## src/pkg/ltmc_defs.svh

```systemverilog
// Constants of the LIN transceiver mode control block
`ifndef LTMC_DEFS_SVH
`define LTMC_DEFS_SVH
`define LTMC_MODE_OFF       2'h0
`define LTMC_MODE_WAKE      2'h1
`define LTMC_MODE_RXONLY    2'h2
`define LTMC_MODE_NORMAL    2'h3
`define LTMC_CHIP_NORMAL    3'h0
`define LTMC_CHIP_STOP      3'h1
`define LTMC_CHIP_SLEEP     3'h2
`define LTMC_CHIP_RESTART   3'h3
`define LTMC_CHIP_FAILSAFE  3'h4
`define LTMC_CLK_MHZ        200
`define LTMC_EN_TIME_NS     10000
`define LTMC_EN_CYCLES      ((`LTMC_EN_TIME_NS * `LTMC_CLK_MHZ + 999) / 1000)
`define LTMC_WAKE_TIME_NS   30000
`define LTMC_WAKE_CYCLES    ((`LTMC_WAKE_TIME_NS * `LTMC_CLK_MHZ + 999) / 1000)
`define LTMC_FILT_CYCLES    4
`endif

```

## src/pkg/ltmc_pkg.sv

```systemverilog
// Types of the LIN transceiver mode control block
package ltmc_pkg;
    typedef enum logic [1:0] {LTMC_OFF, LTMC_WAKE, LTMC_RXONLY, LTMC_NORMAL} ltmc_mode_e;
    typedef enum logic [1:0] {LTMC_EN_IDLE, LTMC_EN_WAIT, LTMC_EN_HOLD, LTMC_EN_RUN} ltmc_en_e;
    typedef enum logic [1:0] {LTMC_WK_IDLE, LTMC_WK_DOM, LTMC_WK_LONG, LTMC_WK_DONE} ltmc_wk_e;
endpackage

```

## src/pkg/ltmc_rx_if.sv

```systemverilog
// Receive path handshake between buffer and transceiver core
`timescale 1ns/10ps
interface ltmc_rx_if;
    logic valid;
    logic ready;
    logic level;
    modport src (output valid, output level, input ready);
    modport dst (input valid, input level, output ready);
endinterface

```

## src/core/ltmc_lin_ctrl.sv

```systemverilog
// LIN transceiver mode control: mode, enabling sequence, wake detect, receive path
`timescale 1ns/10ps
`include "ltmc_defs.svh"

// Overview of operation
// - Mode is off after reset until a mode command arrives.
// - Off mode accepted in every chip operating mode.
// - In off mode bus wake patterns are ignored entirely.
// - Normal mode granted only by command while chip is in normal mode.
// - Each transceiver's mode comes from its own mode field write.
// - Transmit input low at enable end is held off until it returns high.
// - In normal mode, once the enabling sequence has run, bus driver follows transmit input.
// - Receive output shows filtered bus level in normal and receive-only modes, low means dominant; other modes hold it high, wake mode only until a wake.
// - Wake-capable mode monitors bus for wake events.
// - Receive-only mode disables driver, keeps reception; normal or stop only.
// - Field value 01 selects wake mode; reads 01 after wake until another mode.
// - Wake: fall, dominant beyond wake time, rise; receive output then held low.
module ltmc_lin_ctrl
    import ltmc_pkg::*;
#(
    parameter int EN_CYCLES   = `LTMC_EN_CYCLES,
    parameter int WAKE_CYCLES = `LTMC_WAKE_CYCLES,
    parameter int FILT_CYCLES = `LTMC_FILT_CYCLES
)
(
    input  wire logic       clock,              // 200 MHz clock
    input  wire logic       reset,              // Synchronous reset, high
    input  wire logic       mode_wr,            // Mode field write strobe
    input  wire logic [1:0] mode_wdata,         // Requested mode field
    input  wire logic [2:0] chip_mode,          // Chip operating mode
    input  wire logic       bus_transmit_input, // Transmit pin from processor
    input  wire logic       bus_level,          // Bus comparator, low dominant
    input  wire logic       rx_ready,           // Receiver side may take a level
    output logic [1:0]      mode_field,         // Mode field readback
    output logic            bus_drive_dom,      // Driver pulls bus dominant
    output logic            bus_receive_output, // Receive pin to processor
    output logic            wake_event,         // One-cycle wake pulse
    output logic            rx_stall            // Receive buffer full
);
    localparam int FW = $clog2(FILT_CYCLES + 1);
    localparam int EW = $clog2(EN_CYCLES + 1);
    localparam int WW = $clog2(WAKE_CYCLES + 1);

    ltmc_rx_if rxq();

    logic       txd_s1_ff, txd_s2_ff, bus_s1_ff, bus_s2_ff;
    logic [1:0] mode_ff;
    ltmc_en_e   en_ff;
    ltmc_wk_e   wk_ff;
    logic [EW-1:0] en_cnt_ff;
    logic [WW-1:0] wk_cnt_ff;
    logic [FW-1:0] filt_cnt_ff;
    logic       filt_ff, filt_cand_ff, drive_ff, rxo_ff, wake_ff, stall_ff, filt_d_ff, sent_ff;
    logic       grant, filt_new, buf_in_ready, txd_eff;

    // Pins cross in from outside: two stages before use
    always_ff @(posedge clock)
    begin
        txd_s1_ff <= bus_transmit_input;
        txd_s2_ff <= txd_s1_ff;
        bus_s1_ff <= bus_level;
        bus_s2_ff <= bus_s1_ff;
    end

    function automatic logic mode_allowed(input logic [1:0] m, input logic [2:0] cm);
        case (m)
            `LTMC_MODE_OFF:    mode_allowed = 1'b1;
            `LTMC_MODE_NORMAL: mode_allowed = (cm == `LTMC_CHIP_NORMAL);
            `LTMC_MODE_RXONLY: mode_allowed = (cm == `LTMC_CHIP_NORMAL) ||
                                              (cm == `LTMC_CHIP_STOP);
            default:           mode_allowed = (cm != `LTMC_CHIP_FAILSAFE);
        endcase
    endfunction

    assign grant = mode_wr && mode_allowed(mode_wdata, chip_mode);

    // Refused writes leave the mode untouched
    always_ff @(posedge clock)
    begin
        if (reset)
        begin
            mode_ff <= `LTMC_MODE_OFF;
        end
        else if (grant)
        begin
            mode_ff <= mode_wdata;
        end
    end

    // Enabling sequence; a low input at the end must first go high
    always_ff @(posedge clock)
    begin
        if (reset || (grant && mode_wdata != `LTMC_MODE_NORMAL) || mode_ff != `LTMC_MODE_NORMAL)
        begin
            en_ff     <= LTMC_EN_IDLE;
            en_cnt_ff <= '0;
            if (!reset && grant && mode_wdata == `LTMC_MODE_NORMAL && mode_ff != `LTMC_MODE_NORMAL)
            begin
                en_ff <= LTMC_EN_WAIT;
            end
        end
        else
        begin
            case (en_ff)
                LTMC_EN_WAIT:
                begin
                    if (en_cnt_ff == EW'(EN_CYCLES - 1))
                    begin
                        en_ff <= txd_s2_ff ? LTMC_EN_RUN : LTMC_EN_HOLD;
                    end
                    else
                    begin
                        en_cnt_ff <= en_cnt_ff + 1'b1;
                    end
                end
                LTMC_EN_HOLD:
                begin
                    if (txd_s2_ff)
                    begin
                        en_ff <= LTMC_EN_RUN;
                    end
                end
                default: en_ff <= en_ff;
            endcase
        end
    end

    assign txd_eff = (mode_ff == `LTMC_MODE_NORMAL && en_ff == LTMC_EN_RUN) ? txd_s2_ff : 1'b1;

    always_ff @(posedge clock)
    begin
        if (reset)
        begin
            drive_ff <= 1'b0;
        end
        else
        begin
            drive_ff <= !txd_eff;
        end
    end

    // Glitch filter: level accepted after a steady run
    always_ff @(posedge clock)
    begin
        if (reset)
        begin
            filt_ff      <= 1'b1;
            filt_cand_ff <= 1'b1;
            filt_cnt_ff  <= '0;
        end
        else if (bus_s2_ff != filt_cand_ff)
        begin
            filt_cand_ff <= bus_s2_ff;
            filt_cnt_ff  <= '0;
        end
        else if (filt_cnt_ff == FW'(FILT_CYCLES - 1))
        begin
            filt_ff <= filt_cand_ff;
        end
        else
        begin
            filt_cnt_ff <= filt_cnt_ff + 1'b1;
        end
    end

    // Offer stays up until taken, so the latest level always gets through
    assign filt_new = (filt_ff != sent_ff);

    // Last filtered level and last level queued
    always_ff @(posedge clock)
    begin
        if (reset)
        begin
            filt_d_ff <= 1'b1;
            sent_ff   <= 1'b1;
        end
        else
        begin
            filt_d_ff <= filt_ff;
            if (filt_new && buf_in_ready)
            begin
                sent_ff <= filt_ff;
            end
        end
    end

    // A long stall skips middle edges but never the final level
    ltmc_rx_buf #(.WIDTH(1), .DEPTH(2)) u_buf (
        .clock    (clock),
        .reset    (reset),
        .in_valid (filt_new),
        .in_data  (filt_ff),
        .in_ready (buf_in_ready),
        .out      (rxq.src)
    );
    assign rxq.ready = rx_ready;

    // Wake detect; only leaving wake mode rearms it, a rewrite of 01 does not
    always_ff @(posedge clock)
    begin
        if (reset || mode_ff != `LTMC_MODE_WAKE || (grant && mode_wdata != `LTMC_MODE_WAKE))
        begin
            wk_ff     <= LTMC_WK_IDLE;
            wk_cnt_ff <= '0;
        end
        else
        begin
            case (wk_ff)
                LTMC_WK_IDLE:
                begin
                    if (!filt_ff && filt_d_ff)
                    begin
                        wk_ff     <= LTMC_WK_DOM;
                        wk_cnt_ff <= '0;
                    end
                end
                LTMC_WK_DOM:
                begin
                    if (filt_ff)
                    begin
                        wk_ff <= LTMC_WK_IDLE;
                    end
                    else if (wk_cnt_ff == WW'(WAKE_CYCLES))
                    begin
                        wk_ff <= LTMC_WK_LONG;
                    end
                    else
                    begin
                        wk_cnt_ff <= wk_cnt_ff + 1'b1;
                    end
                end
                LTMC_WK_LONG:
                begin
                    if (filt_ff)
                    begin
                        wk_ff <= LTMC_WK_DONE;
                    end
                end
                default: wk_ff <= wk_ff;
            endcase
        end
    end

    always_ff @(posedge clock)
    begin
        if (reset)
        begin
            wake_ff  <= 1'b0;
            rxo_ff   <= 1'b1;
            stall_ff <= 1'b0;
        end
        else
        begin
            wake_ff  <= (wk_ff == LTMC_WK_LONG) && filt_ff && (mode_ff == `LTMC_MODE_WAKE) &&
                        !(grant && mode_wdata != `LTMC_MODE_WAKE);
            stall_ff <= !buf_in_ready;
            if (mode_ff == `LTMC_MODE_WAKE && wk_ff == LTMC_WK_DONE)
            begin
                rxo_ff <= 1'b0;
            end
            else if (mode_ff == `LTMC_MODE_NORMAL || mode_ff == `LTMC_MODE_RXONLY)
            begin
                if (rxq.valid && rx_ready)
                begin
                    rxo_ff <= rxq.level;
                end
                else if (!rxq.valid && !filt_new)
                begin
                    rxo_ff <= filt_ff;
                end
            end
            else
            begin
                rxo_ff <= 1'b1;
            end
        end
    end

    assign mode_field         = mode_ff;
    assign bus_drive_dom      = drive_ff;
    assign bus_receive_output = rxo_ff;
    assign wake_event         = wake_ff;
    assign rx_stall           = stall_ff;
endmodule // ltmc_lin_ctrl

```

## src/core/ltmc_rx_buf.sv

```systemverilog
// Two-entry buffer carrying filtered bus levels
`timescale 1ns/10ps
module ltmc_rx_buf
#(
    parameter int WIDTH = 1,
    parameter int DEPTH = 2
)
(
    input  wire logic             clock,    // System clock
    input  wire logic             reset,    // Synchronous reset
    input  wire logic             in_valid, // Word offered
    input  wire logic [WIDTH-1:0] in_data,  // Word
    output logic                  in_ready, // Room left
    ltmc_rx_if.src                out       // Drain side
);
    logic [WIDTH-1:0] mem_ff [DEPTH];
    logic [$clog2(DEPTH):0] cnt_ff;
    logic [$clog2(DEPTH)-1:0] wp_ff, rp_ff;
    logic wr, rd;

    assign in_ready  = (cnt_ff != DEPTH[$clog2(DEPTH):0]);
    assign out.valid = (cnt_ff != '0);
    assign out.level = mem_ff[rp_ff][0];
    assign wr = in_valid && in_ready;
    assign rd = out.valid && out.ready;

    always_ff @(posedge clock)
    begin
        if (wr)
        begin
            mem_ff[wp_ff] <= in_data;
        end
    end

    always_ff @(posedge clock)
    begin
        if (reset)
        begin
            cnt_ff <= '0;
            wp_ff  <= '0;
            rp_ff  <= '0;
        end
        else
        begin
            cnt_ff <= cnt_ff + {{$clog2(DEPTH){1'b0}}, wr} - {{$clog2(DEPTH){1'b0}}, rd};
            if (wr)
            begin
                wp_ff <= (wp_ff == ($clog2(DEPTH))'(DEPTH - 1)) ? '0 : wp_ff + 1'b1;
            end
            if (rd)
            begin
                rp_ff <= (rp_ff == ($clog2(DEPTH))'(DEPTH - 1)) ? '0 : rp_ff + 1'b1;
            end
        end
    end
endmodule // ltmc_rx_buf

```

## config.mk

```make
export PLATFORM = sky130hd
export DESIGN_NAME = ltmc_lin_ctrl
export DESIGN_NICKNAME = d
export VERILOG_FILES = /design/src/pkg/ltmc_pkg.sv /design/src/pkg/ltmc_rx_if.sv /design/src/core/ltmc_lin_ctrl.sv /design/src/core/ltmc_rx_buf.sv
export VERILOG_INCLUDE_DIRS = /design/src /design/src/pkg
export SDC_FILE = /design/constraint.sdc
export NUM_CORES = 1
export LEC_CHECK = 0
export BUFFER_PORTS_ARGS = -buffer_cell sky130_fd_sc_hd__buf_2
export CELL_PAD_IN_SITES_DETAIL_PLACEMENT = 0
export CELL_PAD_IN_SITES_GLOBAL_PLACEMENT = 1
export CORE_MARGIN = 10
export CORE_UTILIZATION = 49
export CTS_CLUSTER_SIZE = 16
export DETAILED_ROUTE_END_ITERATION = 7
export GPL_TIMING_DRIVEN = 0
export PLACE_DENSITY = 0.92
export SETUP_SLACK_MARGIN = 0.15
export SYNTH_ARGS = -nofsm -noshare
export SYNTH_HDL_FRONTEND = slang
export SYNTH_SLANG_ARGS = --single-unit
```

## constraint.sdc

```tcl
create_clock -name clock -period 3.4 [get_ports clock]
set_input_delay 0.34 -clock clock [delete_from_list [all_inputs] [get_ports clock]]
set_output_delay 0.34 -clock clock [all_outputs]
set_load 0.005 [all_outputs]
```

Yosys cells after proc, flatten, opt, wreduce, memory -nomap -nowiden
Memories as Yosys holds them, arrays and structs flattened. A register that Yosys moved wholly into a read port is not among the register bits.
Index checks and enable logic that the tools add are counted.
{ "op_classes": {"eq_ne": 31, "mux": 27, "n_reduce_logical": 41, "addsub": 7, "bitwise_logic": 2} }
{ "ops": {"columns": ["op", "count"], "rows": [
  ["2-to-1 mux 13 bit", 3],
  ["one-hot mux 13 bit (2 select lines)", 1],
  ["equality test 2 bit (second input constant)", 8],
  ["logical AND 1 bit", 15],
  ["2-to-1 mux 2 bit", 7],
  ["!= test 2 bit (second input constant)", 7],
  ["adder 13 x 1 -> 13 bit (second input constant)", 1],
  ["equality test 13 bit (second input constant)", 1],
  ["2-to-1 mux 1 bit", 13],
  ["!= test 3 bit (second input constant)", 4],
  ["adder 11 x 1 -> 11 bit (second input constant)", 1],
  ["equality test 11 bit (second input constant)", 1],
  ["AND reduction 4 bit", 2],
  ["zero test 1 bit", 7],
  ["equality test 2 x 1 -> 1 bit (second input constant)", 3],
  ["logical OR 1 bit", 6],
  ["one-hot mux 2 bit (3 select lines)", 1],
  ["nonzero test 3 bit", 2],
  ["zero test 2 bit", 2],
  ["!= test 2 x 1 -> 1 bit (second input constant)", 2],
  ["!= test 4 x 2 -> 1 bit (second input constant)", 1],
  ["one-hot mux 2 bit (2 select lines)", 1],
  ["AND reduction 2 bit", 2],
  ["nonzero test 2 bit", 2],
  ["other kinds (12)", 15]
]} }
{ "word_totals": {"output_inout_bits": 6, "n_memories": 1, "ramBits": 2, "register_bits": 49} }
{ "memory_table": {"columns": ["name", "words", "word_bits", "read_ports", "rd_ports_with_merged_regs", "wr", "line", "rtl"], "rows": [
  ["u_buf.mem_ff", 2, 1, 1, 1, 1, "ltmc_rx_buf.sv:16", "logic [WIDTH-1:0] mem_ff [DEPTH];"]
]} }

Depth between registers and ports, before layout
Gate-level depths: netlist of run 1.
{ "logic_depth": {"word_depth": 9, "ltp_mapped": 7} }

Cells and area by module
Synthesis of run 1 repeated with hierarchy kept, for this count alone.
{ "unflattened": {"cells_unflattened": 277, "hier_area_um2": 2601.2} }
{ "modules_own_cells": {"columns": ["module", "area_each_um2", "seq_area_each_um2", "cells_per_inst", "instances"], "rows": [
  ["ltmc_lin_ctrl", 2282.2, 920.9, 249, 1],
  ["ltmc_rx_buf", 319.1, 160.2, 28, 1]
]} }

Worst setup path before layout of run 1
Ideal clock, no wire load.
{ "synth_path": {"path_kind": "reg2reg", "from": "register wk_ff[0]", "to": "register wk_cnt_ff[10]", "path_stages_with_launch": 8, "path_slack_ns": 1.405, "n_path_buf": 1, "setup_time_ns": 0.075, "t_arrival_ns": 1.920, "t_required_ns": 3.325, "cell_sequence": "dfxtp_1 inv_1 ha_1 mux2i_1 or3b_1 buf_2 or4_1 a21oi_1"} }
{ "synth_between": {"elab_chain_cells": 3, "word_cells_on_any_way": 8, "classes_between": "eq/ne: 4; mux: 1; reduce/logical: 3"} }
{ "synth_lines": {"columns": ["element", "line", "rtl"], "rows": [
  ["from (decl)", "ltmc_lin_ctrl.sv:49", "ltmc_wk_e wk_ff;"],
  ["from (signal assigned)", "ltmc_lin_ctrl.sv:239", "default: wk_ff <= wk_ff;"],
  ["equality test 2 x 1 -> 1 bit / zero test 2 bit (equally long branches)", "ltmc_lin_ctrl.sv:208", "case (wk_ff)"],
  ["!= test 2 bit (no line) / nonzero test 2 bit (equally long branches)", null, null],
  ["AND reduction 4 bit (no line)", null, null],
  ["to (signal assigned)", "ltmc_lin_ctrl.sv:229", "wk_cnt_ff <= wk_cnt_ff + 1'b1;"],
  ["to (decl)", "ltmc_lin_ctrl.sv:51", "logic [WW-1:0] wk_cnt_ff;"]
]} }
Parallel ways exist; a longest one is shown, timed or not.
A chain may end at the register's enable or synchronous reset.

Worst setup path after layout of run 1
{ "layout_path": {"from": "register wk_ff[0]", "to": "register wk_cnt_ff[12]"} }
Same word-level chain as after synthesis.

==> qor.txt, run 1 <==
Vias in the first global route: 1,875
Synth Flop Type: dfxtp_1
# H-tree levels: 2
Fin cells: 362
DP HPWL: 3.34 mm
WL final: 4.50 mm
WHS Path Cells: 1
Post-synthesis cell area: 2460 um^2
Number of flops mapped to enable cells by yosys: 4
Core area: 4790 um^2
WS Path Type: reg2reg
Clk_skew: 0.00925 ns
Antenna viol nets, final: 0
Post-route setup TNS: 0 ns
Synth warnings: 0
# port buffers: 16
Synth Area per Inst: 9.08 um^2
Initial antenna violation count: 0
Crit path max fanout: 9
Clock Tree Buf Depth: 2
Distinct cells, synth: 44
CP Data Required Time: 3.63 ns
Final #Nets: 317
Total GRT Usage: 11.4%
Syn-to-layout area delta: 9.96%
Dpl cells: 354
Cts hold-fix bufs: 0
RSZ-0062 raised after global routing: false
Post-CTS Setup Bufs: 0
Yosys top cell by area: dfxtp_1
Rel. slew slack: 54.9%
Final Wtd Congestion: 0.779
Worst Hold Path EP: bus_s1_ff$_DFF_P_
DRC Markers: 0
Grt total ovfl: 0
Static leakage: 0.958 nW
Yosys reg bits: 52
FP Rows: 25
Post-synth net total: 294
Post-synth ARST share: 0%
CTS tree: yes
Clock Latency Late Sink: 0.30 ns
Via count: 1,918
Reg2Reg Setup Slack: 1.19 ns
Post_cts resized: 0
Top cells by area, synth: dfxtp_1 (39%), ha_1 (6.1%), edfxtp_1 (4.9%)
# setup viols final: 0
Hold path startpoint: bus_level
Chip height: 90.9 um
CP Capture Type: flip-flop
Slowest CP cell: or4_1
Reg2reg start: wk_ff[0]$_SDFFE_PP0P_
Crit path cell chain: inv_1 > ha_1 > mux2i_1 > or3b_1 > buf_2 > or4_1 > a21oi_1
Count leader, synth: dfxtp_1
Drt pass-1 iters: 4
PD cells: 397 nW/um^2
Syn Inst Count: 271
FMAX: 453 MHz
Multi-input logic area: 1300 um^2
Die width: 90.9 um
Critical Path AT: 2.44 ns
Max Cap Violations: 0
Max incr delay on CP: 0.47 ns
Pins Over Slew Limit: 0
Sequential area share after synthesis: 43.9%
Final WS setup: 1.19 ns
Crit share post-route: 65.0%
Initial Utilization: 51.4%
Clock sinks: 52
Run status: completed
Global-route wire length before repair: 8.07 mm
WHS: 0.137 ns
Place WS: 1.23 ns
Ant diodes: 0
Top-area cell type share of the netlist area: 39.0%
Synth cell count leaders: dfxtp_1 (48), nor2_1 (25), a21oi_1 (17)
Clock transition at path regs: 0.09 ns
I/O Pins: 17
Post-route minimum period: 2.21 ns
Tightest Pin Transition: 0.670 ns
Largest net degree at the start of global routing: 16
Layout cell share with drive strength beyond 1: 8.47%
Register Area: 1080 um^2
Worst reg2reg path depth: 7
Worst Hold Class: in2reg
RR Endpoint: wk_cnt_ff[12]$_SDFFE_PP0P_
Fill cells: 441
Setup crit start kind: flip-flop
Die area: 8260 um^2
Cts bufs inserted: 5
Final hold viol count: 0
Post-DR wirelength/cell: 12.4 um
Worst IR Drop VDD: 218 uV
Root Buffer: clkbuf_8
DR iter-0 viols: 90
Routed vias/inst: 5.30
Overall power: 1.08 mW
## flip-flops by register name (all words and copies together), names as in the netlist, 2 cells and up, named ones only
name,cells
wk_ff,2
mode_field,2
filt_cnt_ff,3
en_ff,2
en_cnt_ff,11
u_buf.cnt_ff,2
u_buf.mem_ff,2
wk_cnt_ff,13
## layout by cell type, fill, tap and decap left out, drive strengths merged, types with 2 or more instances in the layout
master / n
nand4: 8
mux2i: 9
a221o: 2
xnor2: 12
edfxtp: 4
or3: 6
o31ai: 6
o21ai: 10
nand3b: 2
o211ai: 2
and2: 2
clkbuf: 12
dfxtp: 48
buf: 17
nor4: 5
xor2: 5
ha: 12
a21oi: 17
nor2b: 5
nor3b: 2
and4: 2
or2: 3
nand4b: 2
or4: 6
nand2: 14
nand3: 14
nor3: 6
nand2b: 9
nor2: 25
inv: 15
## cells by family (layout without fill, tap and decap cells)
group | after synthesis | count (layout) | share of synthesized area, %
buf+inv | 21 | 45 | 3.25
flops | 52 | 52 | 43.9
xor+xnor | 17 | 17 | 6.05
simple gates | 115 | 115 | 25.5
mux | 9 | 9 | 3.66
fa+ha+maj | 12 | 12 | 6.10
compound gates | 45 | 45 | 11.5
## how the worst max path moves through the flow
stage	start	endpoint	slack (ns)	cells after the start
after floorplan	wk_ff[0]$_SDFFE_PP0P_	wk_cnt_ff[10]$_SDFFE_PP0P_	1.41	7
after global placement	wk_ff[0]$_SDFFE_PP0P_	wk_cnt_ff[12]$_SDFFE_PP0P_	1.26	7
after detailed placement	wk_ff[0]$_SDFFE_PP0P_	wk_cnt_ff[10]$_SDFFE_PP0P_	1.23	7
after CTS	wk_ff[0]$_SDFFE_PP0P_	wk_cnt_ff[12]$_SDFFE_PP0P_	1.20	7
after global routing	wk_ff[0]$_SDFFE_PP0P_	wk_cnt_ff[12]$_SDFFE_PP0P_	1.06	7
final	wk_ff[0]$_SDFFE_PP0P_	wk_cnt_ff[12]$_SDFFE_PP0P_	1.19	7
## layer usage
metal  share of wire (%)  track usage, %  vias to the layer above
met5                   0               0                        -
met4                 1.6            4.44                        0
met3                 2.8            3.41                        6
met2                  42            18.4                       19
met1                  54            14.0                      877
li1                    -               -                     1016
## report_power, final
group	switching [mW]	internal, mW	total (mW)
Sequential	0.0148	0.636	0.651
Clock	0.191	0.145	0.336
Combinational	0.0485	0.0396	0.0881
## layout make-up
| type | count | share of cell area, % |
|---|---|---|
| Multi-Input combinational cell | 198 | 48.0 |
| Sequential cell | 52 | 39.9 |
| Tap cell | 67 | 3.10 |
| Timing Repair Buffer | 16 | 2.96 |
| Clock buffer | 7 | 2.82 |
| Inverter | 15 | 2.08 |
| Buffer | 6 | 0.878 |
| Clock inverter | 1 | 0.185 |
## stage by stage
step / cell area [um^2] / utilization, %
2_1_floorplan: 2460 / -
5_1_grt: 2710 / 56.5
6_report: 2710 / 56.5
3_5_place_dp: 2630 / 54.8
3_3_place_gp: 2630 / 54.8
4_1_cts: 2710 / 56.5
## critical path, delay by kind of cell (launching register included)
kind                     cells  cell delay (ns)
flip-flops                   1             0.42
buffers and inverters        2             0.27
multiplexers                 1             0.21
AND/OR/NAND/NOR              2             0.85
adder cells (fa/ha/maj)      1             0.24
AO/OA/AOI/OAI                1             0.15
Power figures use the tool's default switching activity.
==> inputs of run 2 (changes only) <==
--- a/config.mk
+++ b/config.mk
@@ -10,11 +10,11 @@
 export CELL_PAD_IN_SITES_DETAIL_PLACEMENT = 0
 export CELL_PAD_IN_SITES_GLOBAL_PLACEMENT = 1
 export CORE_MARGIN = 10
-export CORE_UTILIZATION = 49
+export CORE_UTILIZATION = 41
 export CTS_CLUSTER_SIZE = 16
 export DETAILED_ROUTE_END_ITERATION = 7
 export GPL_TIMING_DRIVEN = 0
-export PLACE_DENSITY = 0.92
+export PLACE_DENSITY = 0.83
 export SETUP_SLACK_MARGIN = 0.15
 export SYNTH_ARGS = -nofsm -noshare
 export SYNTH_HDL_FRONTEND = slang
==> constraint.sdc (replaced) <==
create_clock -name clock -period 1.9 [get_ports clock]
set_input_delay 0.19 -clock clock [delete_from_list [all_inputs] [get_ports clock]]
set_output_delay 0.19 -clock clock [all_outputs]
set_load 0.005 [all_outputs]
==> run 2 against run 1 <==
The run now ends with negative setup slack left. Non-clock buffer count rose by 17. Count of clock-buffer cells in the layout down 2. Maximum frequency up 12%. Cell count grew 6.9%. Critical path depth did not move. Die area increased by 15%. Hold slack better by 0.022 ns. Clock power increased by 97%. Critical path type unchanged. Largest power group unchanged.
==> qor.txt, run 2 (synthesis gave the netlist of run 1 again) <==
Register share of total power: 58.6% (was 60.6%)
FMAX: 505 MHz (was 453 MHz)
Reg2reg start: wk_ff[0]$_SDFFE_PP0P_ (unchanged)
Pins Over Slew Limit: 0 (unchanged)
Commonest non-fill, non-tap cell in the layout: dfxtp_1 (unchanged)
Core area: 5890 um^2 (was 4790 um^2)
Crit path max fanout: 6 (was 9)
Final WS setup: -0.0804 ns (was 1.19 ns)
Worst reg2reg path depth: 7 (unchanged)
Run status: finished, violations left (was completed)
Clock share of power: 33.2% (was 31.3%)
Tightest Pin Transition: 0.481 ns (was 0.670 ns)
Setup crit start kind: flip-flop (unchanged)
Static leakage: 1.06 nW (was 0.958 nW)
WS Path Type: reg2reg (unchanged)
Post-DR wirelength/cell: 13.3 um (was 12.4 um)
RR Endpoint: wk_cnt_ff[12]$_SDFFE_PP0P_ (unchanged)
Switching power: 0.511 mW (was 0.255 mW)
Clock Tree Buf Depth: 2 (unchanged)
Sw Share: 25.7% (was 23.7%)
PD cells: 669 nW/um^2 (was 397 nW/um^2)
Largest Register: wk_cnt_ff (unchanged)
Antenna viol nets, final: 0 (unchanged)
Crit path capture: wk_cnt_ff[12]$_SDFFE_PP0P_ (unchanged)
Grt total ovfl: 0 (unchanged)
Initial Utilization: 41.8% (was 51.4%)
Number of flip-flops in the largest register: 13 (unchanged)
Final hold viol count: 0 (unchanged)
Die area: 9500 um^2 (was 8260 um^2)
CP Capture Type: flip-flop (unchanged)
FP Rows: 28 (was 25)
Max Cap Violations: 0 (unchanged)
Post-route setup TNS: -0.114 ns (was 0 ns)
Via count: 2,046 (was 1,918)
Dpl cells: 362 (was 354)
Rel. slew slack: 67.8% (was 54.9%)
# port buffers: 16 (unchanged)
Chip height: 97.5 um (was 90.9 um)
Cts bufs inserted: 5 (unchanged)
DP HPWL: 3.43 mm (was 3.34 mm)
Root Buffer: clkbuf_8 (unchanged)
Total GRT Usage: 10.4% (was 11.4%)
DR iter-0 viols: 77 (was 90)
Worst IR Drop VDD: 367 uV (was 218 uV)
I/O Pins: 17 (unchanged)
CP Data Required Time: 2.13 ns (was 3.63 ns)
Clock sinks: 52 (unchanged)
Ant diodes: 0 (unchanged)
Register Area: 1090 um^2 (was 1080 um^2)
# setup viols final: 3 (was 0)
Syn-to-layout area delta: 20.8% (was 9.96%)
Gate power share: 8.1% (was 8.2%)
Setup crit start: wk_ff[0]$_SDFFE_PP0P_ (unchanged)
Die width: 97.5 um (was 90.9 um)
Final Wtd Congestion: 0.766 (was 0.779)
Fin cells: 387 (was 362)
# H-tree levels: 2 (unchanged)
Failing checks: negative setup slack
Crit share post-route: 104% (was 65.0%)
Vias in the first global route: 1,871 (was 1,875)
Clk_skew: 0.0167 ns (was 0.00925 ns)
CTS tree: yes (unchanged)
Routed vias/inst: 5.29 (was 5.30)
DRC Markers: 0 (unchanged)
Clock Latency Late Sink: 0.32 ns (was 0.30 ns)
WL final: 5.14 mm (was 4.50 mm)
Reg2Reg Setup Slack: -0.08 ns (was 1.19 ns)
Clock transition at path regs: 0.10 ns (was 0.09 ns)
Initial antenna violation count: 0 (unchanged)
Most frequent cells in the layout: dfxtp_1 (44), nor2_1 (25), buf_2 (16) (was dfxtp_1 (48), nor2_1 (25), a21oi_1 (17), buf_2 (17), inv_1 (15))
Regs by FF count: wk_cnt_ff: 13 flops, en_cnt_ff: 11 flops, filt_cnt_ff: 3 flops (unchanged)
Internal power: 1.48 mW (was 0.821 mW)
Drt pass-1 iters: 4 (unchanged)
Largest net degree at the start of global routing: 19 (was 16)
Critical Path AT: 2.21 ns (was 2.44 ns)
Layout cell share with drive strength beyond 1: 19.2% (was 8.47%)
Worst Hold Class: in2reg (unchanged)
Fill cells: 567 (was 441)
Overall power: 1.99 mW (was 1.08 mW)
Global-route wire length before repair: 8.53 mm (was 8.07 mm)
Final #Nets: 334 (was 317)
Post-route minimum period: 1.98 ns (was 2.21 ns)
Multi-input logic area: 1390 um^2 (was 1300 um^2)
RSZ-0062 raised after global routing: true (was false)
-- run 2: worst max-delay path: stages, from the launching register on --
cell	delay, ns
dfxtp_4	0.39
inv_4	0.04
ha_4	0.17
mux2i_4	0.19
or3b_1	0.37
buf_6	0.14
or4_1	0.46
a21oi_1	0.13
-- run 2: area by class of cell --
class / count / area share [%]
multi-input combinational: 198 / 46.7
timing repair buffer: 33 / 7.15
inverter: 15 / 2.06
buffer: 6 / 1.01
clock buffer: 5 / 2.31
clock inverter: 3 / 0.842
sequential: 52 / 36.8
tap: 75 / 3.16
-- run 2: metrics by stage --
stage	util [%]	cell area [um^2]	setup WS [ns]	hold WS, ns
after floorplan	-	2500	-0.0117	0.218
final	50.5	2970	-0.0804	0.159
after global placement	45.4	2670	-0.0801	0.292
after global routing	50.5	2970	-0.140	0.164
after CTS	48.8	2870	-0.0709	0.160
after detailed placement	45.4	2670	-0.108	0.295
-- run 2: how the worst min path moves through the flow --
| stage | startpoint | to | slack, ns | cells after the start |
|---|---|---|---|---|
| 2_1_floorplan | bus_level | bus_s1_ff$_DFF_P_ | 0.22 | 0 |
| 3_3_place_gp | bus_transmit_input | txd_s1_ff$_DFF_P_ | 0.29 | 1 |
| 3_5_place_dp | bus_transmit_input | txd_s1_ff$_DFF_P_ | 0.30 | 1 |
| 4_1_cts | reset | u_buf.cnt_ff[0]$_SDFF_PP0_ | 0.16 | 2 |
| 5_1_grt | reset | u_buf.cnt_ff[0]$_SDFF_PP0_ | 0.16 | 2 |
| 6_report | reset | u_buf.cnt_ff[0]$_SDFF_PP0_ | 0.16 | 2 |
-- run 2: power groups by stage --
| stage | Combinational (mW) | Sequential (mW) | Clock (mW) |
|---|---|---|---|
| after floorplan | 0.114 | 1.19 | 0 |
| after global placement | 0.154 | 1.19 | 0 |
| after detailed placement | 0.157 | 1.19 | 0 |
| after CTS | 0.162 | 1.17 | 0.683 |
| after global routing | 0.194 | 1.17 | 0.729 |
| final | 0.162 | 1.17 | 0.661 |
-- run 2: per-layer routing --
layer	vias up	GRT usage, %	wire length, um
li1	1049	-	-
met1	959	13.5	2600
met2	31	16.1	2260
met3	7	3.20	209
met4	0	3.02	70
met5	-	0	0
-- run 2: timing repair --
action / 4_1_cts / 5_1_grt
endpoints found under the setup margin: 12 / 15
buffers inserted: 7 / 8
hold buffers: 2 / 0
resized for setup: 6 / 12
endpoints found under the hold margin: 2 / 0
pin swaps: 3 / 9
==> inputs of run 3 (changes only) <==
--- a/config.mk
+++ b/config.mk
@@ -6,15 +6,17 @@
 export SDC_FILE = /design/constraint.sdc
 export NUM_CORES = 1
 export LEC_CHECK = 0
+export ABC_AREA = 1
 export BUFFER_PORTS_ARGS = -buffer_cell sky130_fd_sc_hd__buf_2
 export CELL_PAD_IN_SITES_DETAIL_PLACEMENT = 0
 export CELL_PAD_IN_SITES_GLOBAL_PLACEMENT = 1
 export CORE_MARGIN = 10
-export CORE_UTILIZATION = 41
+export CORE_UTILIZATION = 40
 export CTS_CLUSTER_SIZE = 16
 export DETAILED_ROUTE_END_ITERATION = 7
 export GPL_TIMING_DRIVEN = 0
-export PLACE_DENSITY = 0.83
+export MAX_ROUTING_LAYER = met4
+export PLACE_DENSITY = 0.85
 export SETUP_SLACK_MARGIN = 0.15
 export SYNTH_ARGS = -nofsm -noshare
 export SYNTH_HDL_FRONTEND = slang
==> run 3 against run 2 <==
The run now ends clean. Cell area is 7.7% higher. Critical path type unchanged. Global-route usage is 1.1 points higher. Combinational power rose by 54%. Worst setup slack gained 0.36 ns. Routed wire length up 16%. Clock skew is 0.0031 ns lower. Largest power group unchanged. Hold slack lost 0.017 ns. Sequential share of layout area is 2.8 points lower. Non-clock buffer count fell by 13.
==> qor.txt, run 3 <==
Gate power share: 11.8% (was 8.1%)
Global-route wire length before repair: 10.4 mm (was 8.53 mm)
Post-route minimum period: 1.62 ns (was 1.98 ns)
Syn Inst Count: 410 (was 271)
Crit path max fanout: 10 (was 6)
WL final: 5.98 mm (was 5.14 mm)
Worst IR Drop VDD: 425 uV (was 367 uV)
Routed vias/inst: 4.77 (was 5.29)
Largest Register: wk_cnt_ff (unchanged)
I/O Pins: 17 (unchanged)
Grt total ovfl: 0 (unchanged)
Clock share of power: 31.7% (was 33.2%)
Syn-to-layout area delta: 11.6% (was 20.8%)
Worst path bufs/invs: 2 (unchanged)
# H-tree levels: 2 (unchanged)
Most frequent cells in the layout: nand2_1 (114), inv_1 (46), nor2_1 (46) (was dfxtp_1 (44), nor2_1 (25), buf_2 (16))
RSZ-0062 raised after global routing: true (unchanged)
Clock Latency Late Sink: 0.32 ns (about the same)
CP most frequent cell: nand2_1
PD cells: 665 nW/um^2 (was 669 nW/um^2)
Sequential area share after synthesis: 37.7% (was 43.9%)
Pins Over Slew Limit: 0 (unchanged)
Slowest CP cell: dfxtp_2 (was or4_1)
Distinct cells, synth: 33 (was 44)
Setup crit start kind: flip-flop (unchanged)
Register share of total power: 56.5% (was 58.6%)
Crit path cell chain: ha_2 > nand2_1 > nor3_1 > nand3_2 > nand2_4 > inv_2 > buf_6 > nand2_1 > a21oi_1 (was inv_4 > ha_4 > mux2i_4 > or3b_1 > buf_6 > or4_1 > a21oi_1)
Post-CTS Setup Bufs: 0 (was 7)
Initial antenna violation count: 0 (unchanged)
Rel. slew slack: 74.7% (was 67.8%)
Number of flops mapped to enable cells by yosys: 4 (unchanged)
Static leakage: 1.21 nW (was 1.06 nW)
Die area: 11,000 um^2 (was 9500 um^2)
FMAX: 616 MHz (was 505 MHz)
CP Capture Type: flip-flop (unchanged)
Drt pass-1 iters: 4 (unchanged)
Commonest non-fill, non-tap cell in the layout: nand2_1 (was dfxtp_1)
Ant diodes: 0 (unchanged)
Synth Flop Type: dfxtp_1 (unchanged)
Count leader, synth: nand2_1 (was dfxtp_1)
Synth cell count leaders: nand2_1 (114), dfxtp_1 (48), inv_1 (46), nor2_1 (46), nand3_1 (31) (was dfxtp_1 (48), nor2_1 (25), a21oi_1 (17))
Final #Nets: 457 (was 334)
Run status: completed (was finished, violations left)
Sw Share: 28.1% (was 25.7%)
Chip height: 105 um (was 97.5 um)
Final WS setup: 0.277 ns (was -0.0804 ns)
Final Wtd Congestion: 0.831 (was 0.766)
DP HPWL: 4.43 mm (was 3.43 mm)
Synth Area per Inst: 7.00 um^2 (was 9.08 um^2)
CP Data Required Time: 2.11 ns (was 2.13 ns)
Die width: 105 um (was 97.5 um)
Top cells by area, synth: dfxtp_1 (33%), nand2_1 (15%), inv_1 (6.0%) (was dfxtp_1 (39%), ha_1 (6.1%), edfxtp_1 (4.9%))
Top-area cell type share of the netlist area: 33.5% (was 39.0%)
Yosys top cell by area: dfxtp_1 (unchanged)
Post-synth net total: 433 (was 294)
Tightest Pin Transition: 0.378 ns (was 0.481 ns)
Initial Utilization: 41.8% (about the same)
Post-DR wirelength/cell: 11.3 um (was 13.3 um)
Post-route setup TNS: 0 ns (was -0.114 ns)
Regs by FF count: wk_cnt_ff: 13 flops, en_cnt_ff: 11 flops, filt_cnt_ff: 3 flops (unchanged)
Root Buffer: clkbuf_8 (unchanged)
Layout cell share with drive strength beyond 1: 14.9% (was 19.2%)
Total GRT Usage: 11.6% (was 10.4%)
Via count: 2,535 (was 2,046)
CTS tree: yes (unchanged)
WS Path Type: reg2reg (unchanged)
Core area: 6870 um^2 (was 5890 um^2)
Cts bufs inserted: 5 (unchanged)
Switching power: 0.598 mW (was 0.511 mW)
Synth warnings: 0 (unchanged)
Critical Path AT: 1.83 ns (was 2.21 ns)
FP Rows: 30 (was 28)
Largest net degree at the start of global routing: 18 (was 19)
Place WS: 0.135 ns (was -0.108 ns)
Vias in the first global route: 2,316 (was 1,871)
DR iter-0 viols: 83 (was 77)
DRC Markers: 0 (unchanged)
Yosys reg bits: 52 (unchanged)
Number of flip-flops in the largest register: 13 (unchanged)
Clock transition at path regs: 0.11 ns (was 0.10 ns)
Clk_skew: 0.0136 ns (was 0.0167 ns)
Internal power: 1.53 mW (was 1.48 mW)
Clock Tree Buf Depth: 2 (unchanged)
# port buffers: 15 (was 16)
Family with the most delay on the worst path: simple AND/OR/NAND/NOR gates (unchanged)
Final hold viol count: 0 (unchanged)
# setup viols final: 0 (was 3)
Post-synthesis cell area: 2870 um^2 (was 2460 um^2)
Post-synth ARST share: 0% (unchanged)
Max incr delay on CP: 0.39 ns (was 0.46 ns)
Clock sinks: 52 (unchanged)
Crit share post-route: 85.4% (was 104%)
Worst Hold Class: in2reg (unchanged)
Max Cap Violations: 0 (unchanged)
Antenna viol nets, final: 0 (unchanged)
run 3: final cells by class:
type	count	area (um^2)
buffer	9	67.6
clock buffer	6	72.6
clock inverter	2	17.5
fill	724	3670
inverter	52	198
multi-input combinational	297	1540
sequential	52	1090
tap	96	120
timing repair buffer	17	95.1
run 3: what timing repair did:
action                     CTS  global route
resized for setup            2            11
hold endpoints to repair     2             0
setup endpoints to repair   13            26
hold buffers                 2             0
run 3: worst register-to-register path: stages, from the launching register on:
cell and delay [ns]:
dfxtp_2 0.39, ha_2 0.24, nand2_1 0.10, nor3_1 0.19, nand3_2 0.15, nand2_4 0.15
inv_2 0.05, buf_6 0.13, nand2_1 0.07, a21oi_1 0.05
run 3: cell families after synthesis:
family          count (synthesis)  share of synthesized area (%)
xor+xnor                       11                           3.36
flops                          52                           37.7
simple gates                  227                           34.9
compound gates                 46                           9.33
fa+ha+maj                      12                           5.23
buf+inv                        61                           9.20
mux                             1                          0.349
run 3: routing by layer:
metal,GRT usage (%),wire [um],vias up
met5,-,0,-
li1,-,-,1350
met3,2.40,171,12
met1,14.5,2940,1142
met2,17.6,2750,31
met4,4.71,125,0
run 3: path summary, 6_finish.rpt:
path,start,to,slack [ns],cells past startpoint
worst max register to register,en_cnt_ff[0]$_SDFFE_PP0P_,en_cnt_ff[9]$_SDFFE_PP0P_,0.28,9
worst min register to register,txd_s1_ff$_DFF_P_,txd_s2_ff$_DFF_P_,0.34,0
worst min-delay path,mode_wdata[1],mode_field[1]$_SDFFE_PP0N_,0.14,3
worst max-delay path,en_cnt_ff[0]$_SDFFE_PP0P_,en_cnt_ff[9]$_SDFFE_PP0P_,0.28,9
run 3: stage by stage:
| stage | util, % | hold WS (ns) | instance area [um^2] | power, mW | instances |
|---|---|---|---|---|---|
| 5_1_grt | 46.6 | 0.137 | 3200 | 2.26 | 531 |
| 3_3_place_gp | 44.6 | 0.293 | 3070 | 1.46 | 521 |
| 6_report | 46.6 | 0.142 | 3200 | 2.13 | 531 |
| 4_1_cts | 46.3 | 0.130 | 3180 | 2.15 | 531 |
| 2_1_floorplan | - | 0.218 | 2870 | 1.40 | 410 |
| 3_5_place_dp | 44.6 | 0.294 | 3070 | 1.47 | 521 |
run 3: power by group through the flow:
stage / Clock (mW) / Combinational (mW) / Sequential (mW)
finish: 0.675 / 0.250 / 1.20
global route: 0.746 / 0.298 / 1.21
CTS: 0.700 / 0.250 / 1.20
detailed placement: 0 / 0.245 / 1.23
global placement: 0 / 0.240 / 1.22
floorplan: 0 / 0.187 / 1.22
